**src/shared/port_regs.svh**
```systemverilog
// Purpose: named constants for the I/O port block
// Assumes: included by bare name; definitions only
// Notes: bit positions of the mode and control registers
`ifndef PORT_REGS_SVH
`define PORT_REGS_SVH
`define OPEN_DRAIN_BIT 0
`define ANALOG_BIT 1
`define IRQ_EDGE_LO_BIT 6
`define IRQ_EDGE_HI_BIT 7
`define ROUTE_LO_BIT 4
`define ROUTE_HI_BIT 5
`define EDGE_SRC_BIT 6
`define CTR_OUT_EN_BIT 0
`define COMP_OUT_BIT 0
`define P2_RESET_DIR 8'hff
`define P2_RESET_OD 1'h0
`define P0_RESET_DIR 2'h3
`define MODE_RESET 8'h00
`define SYNC_STAGES 2
`endif
```
**src/shared/port_pkg.sv**
```systemverilog
// Purpose: types for the I/O port block
// Assumes: nothing
// Notes: edge modes and pin bundles
package port_pkg;
  // Edge selection for interrupt inputs one and two; input three is fixed to the falling edge
  typedef enum logic [1:0] {
    EDGE_FALL,
    EDGE_RISE,
    EDGE_BOTH,
    EDGE_BOTH_ALT
  } edge_mode_type;
  // Two-signal pin drive group: output, enable (low drives)
  typedef struct packed {
    logic [7:0] dout;
    logic [7:0] oeB;
  } pin_drive_type;
  // Saved mode registers kept across a stop-mode recovery
  typedef struct packed {
    logic [7:0] watchdogMode;
    logic [7:0] stopRecovery;
    logic [7:0] portTwoMode;
    logic [7:0] portThreeMode;
  } keep_regs_type;
endpackage

```
**src/core/edge_detect.sv**
```systemverilog
// Purpose: edge detector with selectable polarity
// Assumes: input already synchronised
// Notes: one-cycle pulse on selected edge
module edge_detect
  import port_pkg::*;
(
  input wire logic clk,
  input wire logic rst_b,
  input wire logic level,
  input edge_mode_type mode,
  output logic hit
);
  // Previous level
  logic prev_q;

  // Remember last level
  always_ff @(posedge clk)
  begin
    if (!rst_b)
      prev_q <= 1'b0;
    else
      prev_q <= level;
  end

  // Decode the chosen edge
  always_comb
  begin
    case (mode)
      EDGE_FALL: hit = prev_q & ~level;
      EDGE_RISE: hit = ~prev_q & level;
      default: hit = prev_q ^ level;
    endcase
  end

  a_edge_rise: assert property (
    @(posedge clk) disable iff (!rst_b)
    (mode == EDGE_RISE && $rose(level)) |-> hit)
    else $error("rising edge missed");
endmodule

```
**src/core/ir_mcu_port_block.sv**
```systemverilog
// Purpose: port logic of a low-voltage microcontroller
// Assumes: one 20 MHz clock; pins are three-signal groups
// Notes: registers are plain ports written by the core
`include "port_regs.svh"

module ir_mcu_port_block
  import port_pkg::*;
(
  input wire logic clk,
  input wire logic rst_b,
  input wire logic stopRecovery,
  input wire logic stopMode,
  input wire logic [1:0] port0Dir,
  input wire logic [1:0] port0Data,
  input wire logic [1:0] port0PadIn,
  input wire logic [7:0] port2DirIn,
  input wire logic port2DirWrite,
  input wire logic port2OpenDrain,
  input wire logic [7:0] port2Data,
  input wire logic [7:0] port2PadIn,
  input wire logic [7:0] port3ModeIn,
  input wire logic port3ModeWrite,
  input wire logic [7:0] watchdogModeIn,
  input wire logic watchdogModeWrite,
  input wire logic [7:0] stopRecoveryIn,
  input wire logic stopRecoveryWrite,
  input wire logic [7:0] irqEdgeReg,
  input wire logic [7:0] timer8ControlReg,
  input wire logic [7:0] timerSharedControlReg,
  input wire logic [7:0] timer16ControlReg,
  input wire logic [7:0] portConfigReg,
  input wire logic [2:0] port3DataOut,
  input wire logic timer8Out,
  input wire logic timer16Out,
  input wire logic [2:0] inPadIn,
  input wire logic comparatorOneRaw,
  input wire logic comparatorTwoRaw,
  output logic [1:0] port0Out,
  output logic [1:0] port0OeB,
  output logic [1:0] port0PullEn,
  output logic [1:0] port0InData,
  output logic [7:0] port2Out,
  output logic [7:0] port2OeB,
  output logic [7:0] port2InData,
  output logic wakeOr,
  output logic wakeAnd,
  output logic timerEdgeIn,
  output logic [2:0] port3OutPad,
  output logic [2:0] port3OeB,
  output logic [3:0] port3InData,
  output logic extRequestZero,
  output logic extRequestOne,
  output logic extRequestTwo,
  output logic stopSourceBitThree,
  output logic compPowerEn,
  output logic comparatorOneResult,
  output keep_regs_type keepRegs
);
  // Synchronised pins
  logic [7:0] p2Sync;
  logic [1:0] p0Sync;
  logic [2:0] inSync;
  logic [1:0] cmpSync;
  // Mode register copies
  keep_regs_type keep_q;
  logic [7:0] p2Dir_q;
  // Mode decode
  logic analogMode;
  logic p3OpenDrain;
  // Source bits after analog/digital selection
  logic srcOne;
  logic srcTwo;
  // Edge hits
  logic hitOne;
  logic hitTwo;
  logic hitThree;
  edge_mode_type edgeSel;
  // Output pin values before the flop
  logic [2:0] p3OutD;

  // Pin synchronisers
  sync_two #(.WIDTH(2)) uSyncP0 (.clk(clk), .rst_b(rst_b),
    .asyncIn(port0PadIn), .syncOut(p0Sync));
  sync_two #(.WIDTH(8)) uSyncP2 (.clk(clk), .rst_b(rst_b),
    .asyncIn(port2PadIn), .syncOut(p2Sync));
  sync_two #(.WIDTH(3)) uSyncIn (.clk(clk), .rst_b(rst_b),
    .asyncIn(inPadIn), .syncOut(inSync));
  sync_two #(.WIDTH(2)) uSyncCmp (.clk(clk), .rst_b(rst_b),
    .asyncIn({comparatorTwoRaw, comparatorOneRaw}),
    .syncOut(cmpSync));

  assign analogMode = keep_q.portThreeMode[`ANALOG_BIT];
  assign p3OpenDrain = keep_q.portThreeMode[`OPEN_DRAIN_BIT];
  assign edgeSel = edge_mode_type'(
    irqEdgeReg[`IRQ_EDGE_HI_BIT:`IRQ_EDGE_LO_BIT]);

  // Analog mode takes comparator results, else digital pins
  assign srcOne = analogMode ? cmpSync[0] : inSync[0];
  assign srcTwo = analogMode ? cmpSync[1] : inSync[1];

  // Edge detection for inputs one, two, three
  edge_detect uEdgeOne (.clk(clk), .rst_b(rst_b), .level(srcOne),
    .mode(edgeSel), .hit(hitOne));
  edge_detect uEdgeTwo (.clk(clk), .rst_b(rst_b), .level(srcTwo),
    .mode(edgeSel), .hit(hitTwo));
  edge_detect uEdgeThree (.clk(clk), .rst_b(rst_b), .level(inSync[2]),
    .mode(EDGE_FALL), .hit(hitThree));

  // Mode registers: power-on reset only; stop recovery keeps them
  always_ff @(posedge clk)
  begin
    if (!rst_b)
    begin
      keep_q <= '0;
      p2Dir_q <= `P2_RESET_DIR;
    end
    else
    begin
      // stopRecovery deliberately does not clear these
      if (watchdogModeWrite)
        keep_q.watchdogMode <= watchdogModeIn;
      if (stopRecoveryWrite)
        keep_q.stopRecovery <= stopRecoveryIn;
      if (port2DirWrite)
      begin
        keep_q.portTwoMode <= port2DirIn;
        p2Dir_q <= port2DirIn;
      end
      if (port3ModeWrite)
        keep_q.portThreeMode <= port3ModeIn;
    end
  end

  // Drive of the open-drain select for port 2, reset to open-drain
  logic p2Od_q;
  always_ff @(posedge clk)
  begin
    if (!rst_b)
      p2Od_q <= ~`P2_RESET_OD;
    else
      p2Od_q <= port2OpenDrain;
  end

  // Two-bit port drivers, push-pull; pull-up off for outputs
  always_ff @(posedge clk)
  begin
    if (!rst_b)
    begin
      port0Out <= '0;
      port0OeB <= `P0_RESET_DIR;
      port0PullEn <= `P0_RESET_DIR;
      port0InData <= '0;
    end
    else
    begin
      port0Out <= port0Data;
      port0OeB <= port0Dir;
      port0PullEn <= port0Dir;
      // Pads read back whichever way each bit points
      port0InData <= p0Sync;
    end
  end

  // Eight-bit port: per-bit direction, global open-drain
  always_ff @(posedge clk)
  begin
    if (!rst_b)
    begin
      port2Out <= '0;
      port2OeB <= `P2_RESET_DIR;
      port2InData <= '0;
    end
    else
    begin
      port2Out <= port2Data;
      for (int i = 0; i < 8; i++)
        // Open drain releases the line when driving a one
        port2OeB[i] <= p2Dir_q[i] | (p2Od_q & port2Data[i]);
      port2InData <= p2Sync;
    end
  end

  // STOP wake gates and timer edge source
  always_ff @(posedge clk)
  begin
    if (!rst_b)
    begin
      wakeOr <= 1'b0;
      wakeAnd <= 1'b0;
      timerEdgeIn <= 1'b0;
    end
    else
    begin
      wakeOr <= |p2Sync;
      wakeAnd <= &p2Sync;
      timerEdgeIn <= timerSharedControlReg[`EDGE_SRC_BIT] ?
        p2Sync[0] : inSync[0];
    end
  end

  // Output routing for bits four to six
  always_comb
  begin
    p3OutD = port3DataOut;
    if (portConfigReg[`COMP_OUT_BIT])
      p3OutD[0] = cmpSync[0];
    else if (timer8ControlReg[`CTR_OUT_EN_BIT])
      p3OutD[0] = timer8Out;
    if (timer16ControlReg[`CTR_OUT_EN_BIT])
      p3OutD[1] = timer16Out;
    case (timerSharedControlReg[`ROUTE_HI_BIT:`ROUTE_LO_BIT])
      2'h1: p3OutD[2] = timer8Out;
      2'h2: p3OutD[2] = timer16Out;
      2'h3: p3OutD[2] = timer8Out & timer16Out;
      default: p3OutD[2] = port3DataOut[2];
    endcase
  end

  // Six-bit port outputs and input register
  always_ff @(posedge clk)
  begin
    if (!rst_b)
    begin
      port3OutPad <= '0;
      port3OeB <= '0;
      port3InData <= '0;
    end
    else
    begin
      port3OutPad <= p3OutD;
      port3OeB[0] <= p3OpenDrain & p3OutD[0];
      port3OeB[1] <= p3OpenDrain & p3OutD[1];
      port3OeB[2] <= 1'b0;
      port3InData[0] <= 1'b0;
      port3InData[1] <= srcOne;
      port3InData[2] <= srcTwo;
      port3InData[3] <= analogMode ? 1'b0 : inSync[2];
    end
  end

  // Interrupt requests and stop-recovery diversion
  always_ff @(posedge clk)
  begin
    if (!rst_b)
    begin
      extRequestZero <= 1'b0;
      extRequestOne <= 1'b0;
      extRequestTwo <= 1'b0;
      stopSourceBitThree <= 1'b0;
    end
    else
    begin
      extRequestTwo <= hitOne;
      extRequestZero <= hitTwo;
      extRequestOne <= hitThree & ~analogMode;
      stopSourceBitThree <= analogMode & inSync[2];
    end
  end

  // Comparator power and result
  always_ff @(posedge clk)
  begin
    if (!rst_b)
    begin
      compPowerEn <= 1'b0;
      comparatorOneResult <= 1'b0;
      keepRegs <= '0;
    end
    else
    begin
      compPowerEn <= analogMode & ~stopMode;
      comparatorOneResult <= cmpSync[0];
      keepRegs <= keep_q;
    end
  end

  a_comp_power: assert property (
    @(posedge clk) disable iff (!rst_b) stopMode |=> !compPowerEn)
    else $error("comparators powered in stop");
  a_req_two_map: assert property (
    @(posedge clk) disable iff (!rst_b) hitOne |=> extRequestTwo)
    else $error("request two not raised");
  a_req_zero_map: assert property (
    @(posedge clk) disable iff (!rst_b) hitTwo |=> extRequestZero)
    else $error("request zero not raised");
  a_analog_div: assert property (
    @(posedge clk) disable iff (!rst_b) analogMode |=> !extRequestOne)
    else $error("request one in analog mode");
  a_keep_regs: assert property (
    @(posedge clk) disable iff (!rst_b)
    (stopRecovery && !port3ModeWrite) |=> $stable(keep_q.portThreeMode))
    else $error("mode lost on recovery");
  a_wake_or: assert property (
    @(posedge clk) disable iff (!rst_b) (p2Sync == 8'h00) |=> !wakeOr)
    else $error("wake or wrong");
  a_wake_and: assert property (
    @(posedge clk) disable iff (!rst_b) (p2Sync == 8'hff) |=> wakeAnd)
    else $error("wake and wrong");
  a_p0_pull: assert property (
    @(posedge clk) disable iff (!rst_b) !port0Dir[0] |=> !port0PullEn[0])
    else $error("pull-up on for output");
  a_p2_pushpull: assert property (
    @(posedge clk) disable iff (!rst_b)
    (!p2Od_q && !p2Dir_q[0]) |=> !port2OeB[0])
    else $error("push-pull bit not driven");
  a_p3_od: assert property (
    @(posedge clk) disable iff (!rst_b) !p3OpenDrain |=> port3OeB == 3'h0)
    else $error("six-bit outputs not push-pull");

  c_req_two: cover property (@(posedge clk) extRequestTwo);
  c_analog: cover property (@(posedge clk) analogMode && compPowerEn);
  c_wake: cover property (@(posedge clk) wakeAnd);
endmodule

```
**src/core/sync_two.sv**
```systemverilog
// Purpose: two flip-flop synchroniser for a bus of pin inputs
// Assumes: single clock clk, synchronous active-low reset
// Notes: first stage is read only by the second
module sync_two
  import port_pkg::*;
#(
  parameter int WIDTH = 1
)
(
  input wire logic clk,
  input wire logic rst_b,
  input wire logic [WIDTH-1:0] asyncIn,
  output logic [WIDTH-1:0] syncOut
);
  // First stage, metastability catcher
  logic [WIDTH-1:0] stage1_q;

  // Two-stage capture
  always_ff @(posedge clk)
  begin
    if (!rst_b)
    begin
      stage1_q <= '0;
      syncOut <= '0;
    end
    else
    begin
      stage1_q <= asyncIn;
      syncOut <= stage1_q;
    end
  end
endmodule

```
**config.mk**
```make
export PLATFORM = sky130hd
export DESIGN_NAME = ir_mcu_port_block
export DESIGN_NICKNAME = d
export VERILOG_FILES = /design/src/shared/port_pkg.sv /design/src/core/edge_detect.sv /design/src/core/ir_mcu_port_block.sv /design/src/core/sync_two.sv
export VERILOG_INCLUDE_DIRS = /design/src /design/src/shared
export SDC_FILE = /design/constraint.sdc
export NUM_CORES = 1
export LEC_CHECK = 0
export BUFFER_PORTS_ARGS = -buffer_cell sky130_fd_sc_hd__buf_2
export CORE_ASPECT_RATIO = 0.7
export CORE_MARGIN = 2
export CORE_UTILIZATION = 47
export DETAILED_ROUTE_END_ITERATION = 7
export HOLD_SLACK_MARGIN = 0.03
export PLACE_DENSITY = 0.82
export SKIP_CTS_REPAIR_TIMING = 1
export SYNTH_ARGS = -nofsm -noshare
export SYNTH_HDL_FRONTEND = slang
export SYNTH_SLANG_ARGS = --single-unit
```
**constraint.sdc**
```tcl
create_clock -name clk -period 1.75 [get_ports clk]
set_input_delay 0.4375 -clock clk [delete_from_list [all_inputs] [get_ports clk]]
set_output_delay 0.4375 -clock clk [all_outputs]
set_load 0.03 [all_outputs]
```
Word-level counts from Yosys, hierarchy flattened. Cells that the tools add are included.

Register bits after elaboration: 155. Word-level logic and storage cells: 96.

Eq/ne operators: 4. Mux-type cells: 9. Bitwise logic cells: 37. Reductions and logical operators: 4.

Operator list (count): $and A1 B1 Y1 (19); $not A1 Y1 (8); $or A1 B1 Y1 (8); $reduce_and A8 Y1 (1); $reduce_or A8 Y1 (1); $mux W1 (6); $eq A2 B1 Y1 const B (2); $eq A2 B2 Y1 const B (2); $pmux W1 S2 (2); $pmux W1 S3 (1); $logic_not A2 Y1 (1); $reduce_or A2 Y1 (1); $xor A1 B1 Y1 (2).

Logic depth before layout (Yosys ltp).
Depth in word-level cells: 4. Depth in mapped cells: 6. Gate-level depth less buffers: 5.

Hierarchy. Synthesis repeated with hierarchy kept, for this count alone.

Cell total of the unflattened synthesis: 413. Area, all modules: 4785.8 µm².

By module, submodules not included: ir_mcu_port_block (instances 1, cells each 328, area an instance 3734.8 µm², seq. area each 2402.3 µm²); sync_two (uSyncP2) (instances 1, cells each 33, area an instance 446.7 µm², seq. area each 320.3 µm²); edge_detect (instances 3, cells each 8, area an instance 78.8 µm², seq. area each 20.0 µm²); sync_two (uSyncCmp ...) (instances 2, cells each 8, area an instance 105.1 µm², seq. area each 80.1 µm²); sync_two (uSyncIn) (instances 1, cells each 12, area an instance 157.7 µm², seq. area each 120.1 µm²).

Worst setup path before layout. Ideal clock, no wire load.

Path kind: flip-flop to flip-flop. Start: reg keep_q (netlist bit analogMode). End: reg extRequestTwo. Library setup time: 0.116 ns. Data arrival time: 1.385 ns. Data required time: 1.634 ns. Setup slack: 0.249 ns. Cell stages (with the launch flop): 7. Path buffers: 1. Period minus slack after synthesis: 1.501 ns. Cell sequence: dfxtp_1 buf_2 mux2i_1 inv_1 ha_1 mux2_2 o211a_1.

Word-level cells in the longest chain between the ends: 4.

Ends and longest elaborated chain: from (decl) (RTL line ir_mcu_port_block.sv:65) `keep_regs_type keep_q;`; $mux W1 (*) (RTL line ir_mcu_port_block.sv:98) `assign srcOne = analogMode ? cmpSync[0] : inSync[0];`; via srcOne (RTL line ir_mcu_port_block.sv:71) `logic srcOne;`; $not A1 Y1 (RTL line edge_detect.sv:29) `EDGE_FALL: hit = prev_q & ~level;`; $and A1 B1 Y1 (RTL line edge_detect.sv:29); $pmux W1 S2 (*) (RTL line edge_detect.sv:28) `case (mode)`; to (signal assigned) (RTL line ir_mcu_port_block.sv:253) `extRequestTwo <= hitOne;`; to (decl) (RTL line ir_mcu_port_block.sv:53) `output logic extRequestTwo,`.

The timed path passes the listed nets; every way through them passes the cells marked *. A chain may end at the register's enable or synchronous reset.

Final worst setup path.
Start: reg keep_q (netlist bit analogMode). End: reg extRequestZero.

Word-level cells in the longest chain between the ends: 4.

Ends and longest elaborated chain: $mux W1 (*) (RTL line ir_mcu_port_block.sv:99) `assign srcTwo = analogMode ? cmpSync[1] : inSync[1];`; via srcTwo (RTL line ir_mcu_port_block.sv:72) `logic srcTwo;`; $not A1 Y1 (RTL line edge_detect.sv:29); $and A1 B1 Y1 (RTL line edge_detect.sv:29); $pmux W1 S2 (*) (RTL line edge_detect.sv:28); to (signal assigned) (RTL line ir_mcu_port_block.sv:254) `extRequestZero <= hitTwo;`; to (decl) (RTL line ir_mcu_port_block.sv:51) `output logic extRequestZero,`.

Marks and branches as above.

==> metrics.txt <==
Die ar.=10800 um^2; RSZ-0062 raised after global routing=false; WP data required=2.04 ns; DR pass1 iterations=4; core area=9680 um^2; WS Path Type=reg2reg; H-tree Lvls=4; most common cell after layout, fill and taps aside=buf_2; vias post-DR=3207; total of fill cells in the finished design=770; initial core utilization=48.4%; Final Hold Viols=0; Port-buffer cells=160; critical path data arrival time=1.92 ns; Final Skew=0.00658 ns; die width=123 um; die height=87.6 um; Switching Fraction=21.4%; Hold WC Path Type=in2reg; grt ovf=0; routed length per instance=13.4 um; Synth cell types=29; hpwl dp=6.86 mm; Period minus WS final=1.63 ns; max-slew violation count=0; Synth Instances=409; CTS root buf=clkbuf_16; CTS tree=yes; clock buffer depth=2; IO Count=196; Clock Pin Slew Worst Setup and Hold Paths=0.06 ns; Net Sw Power=1.70 mW; most frequent cells in the layout=buf_2, dfxtp_1, and2_1, mux2i_1, nor2_1; beginning of the critical path=analogMode$_SDFFE_PN0P_; Mean Syn Cell Area=11.5 um^2; Ys Warns=0; LEAKAGE=2.98 nW; post-route setup TNS=0 ns; DRC viols=0; total track usage=17.6%; Clock Latency Late Sink=0.40 ns; final setup violating endpoints=0; status=finished clean; sequential share of power=46.2%; Worst Setup Start Kind=flop; largest net degree at the start of global routing=29; row cnt=30; nets=685; fraction of layout cells with a size suffix above 1=34.8%; post-route setup slack=0.120 ns; Hold Startpoint=stopMode; sequential share of the synthesized area=64.5%; CTS Buf Count=17; mapped cell area=4690 um^2; Starting DRT DRC Count=157; flops & latches, synth=151; Detail Route Antenna Nets=0; Max Clk Rate=0.614 GHz; VDD IR max=0.779 mV; vias per cell=4.54; number of global-route vias before repair=3080; Comb pwr share=7.4%; routability-driven placement congestion ratio=0.763; PwrDens=1290 nW/um^2; total internal power=6.24 mW; critical path fanouts, max=7; ant diodes=0; clock power share=46.4%; crit end category=flop; CTS sink count=151; flop2flop setup slack=0.12 ns; initial antenna violation count=0; final wirelength=9.43 mm; area grow syn2layout=30.8%; Placement Setup Slack=-0.0132 ns; first-pass GRT wire length=14.3 mm; post-route clock period utilization=93.1%; maxcap violations=0; FF-to-FF Start=analogMode$_SDFFE_PN0P_
==> worst paths after layout <==
kind | endpoint | depth (start not counted)
min | compPowerEn$_SDFF_PN0_ | 2
min reg2reg | port0InData[1]$_SDFF_PN0_ | 1
max reg2reg | extRequestZero$_SDFF_PN0_ | 5
max | extRequestZero$_SDFF_PN0_ | 5
==> critical path: stages, from the launching register on <==
cell	delay, ns
dfxtp_2	0.44
mux2i_1	0.34
inv_1	0.08
ha_1	0.19
mux2_2	0.26
o211a_1	0.21
==> Yosys cell counts (all sizes together) <==
library cell	number	area (um^2)
nor3b	1	7.51
nand2	12	45.0
nor4b	1	15.0
nand3	9	45.0
nand4	1	6.26
mux2	2	22.5
a2111oi	1	15.0
dfxtp	151	3020
clkbuf	6	22.5
nor3	2	10.0
o211a	2	20.0
a211oi	2	15.0
ha	4	50.1
and3	1	6.26
nor4	2	12.5
nor2	28	105
buf	23	165
a211o	8	70.1
a21oi	9	45.0
conb	1	3.75
inv	9	36.3
mux2i	29	290
nand2b	19	119
and2	82	513
nor2b	4	25.0
==> state kept, by name (all words and copies together) (netlist names), 2 cells and up <==
name / count
keepRegs: 32
keep_q: 31
p2Dir_q: 8
port0InData: 2
port0Out: 2
port0PullEn: 2
port2InData: 8
port2OeB: 8
port2Out: 8
port3InData: 3
port3OeB: 2
port3OutPad: 3
uSyncCmp.stage1_q: 2
uSyncCmp.syncOut: 2
uSyncIn.stage1_q: 3
uSyncIn.syncOut: 3
uSyncP0.stage1_q: 2
uSyncP0.syncOut: 2
uSyncP2.stage1_q: 8
uSyncP2.syncOut: 8
==> through the flow <==
step	util, %	hold slack [ns]	instances	total power, mW	area, um^2
6_report	63.3	0.201	706	7.94	6130
5_1_grt	63.3	0.180	706	8.24	6130
4_1_cts	63.3	0.189	706	8.02	6130
3_5_place_dp	57.1	0.418	677	4.33	5530
3_3_place_gp	57.1	0.414	677	4.31	5530
2_1_floorplan	-	0.412	410	4.12	4690
==> kinds of logic after synthesis <==
family / Yosys count / synth area share, %
buffers and inverters: 38 / 4.78
AO/OA/AOI/OAI: 22 / 3.52
multiplexers: 31 / 6.67
other: 1 / 0.0800
adder cells (fa/ha/maj): 4 / 1.07
AND/OR/NAND/NOR: 162 / 19.4
flip-flops: 151 / 64.5
==> metal layers <==
metal | track usage [%] | share of wire (%) | vias up
met4 | 7.44 | 0.67 | 0
li1 | - | - | 1614
met5 | 0 | 0 | -
met1 | 22.5 | 45 | 1466
met2 | 27.5 | 46 | 119
met3 | 6.05 | 8.4 | 8
==> area by class of cell <==
cell class,count,area [um^2],area share (%)
flip-flops and latches,151,3020,49.3
multi-input cells,221,1450,23.6
repair buffers,168,861,14.0
clock buffers,21,450,7.35
well taps,128,160,2.61
clock inverters,8,150,2.45
inverters,9,36.3,0.592
==> power by group through the flow <==
stage	combinational, mW	sequential [mW]	clock (mW)
6_report	0.588	3.67	3.68
3_5_place_dp	0.591	3.74	0
3_3_place_gp	0.575	3.73	0
4_1_cts	0.594	3.67	3.75
2_1_floorplan	0.258	3.86	0
5_1_grt	0.639	3.68	3.92
Power figures use the tool's default switching activity.
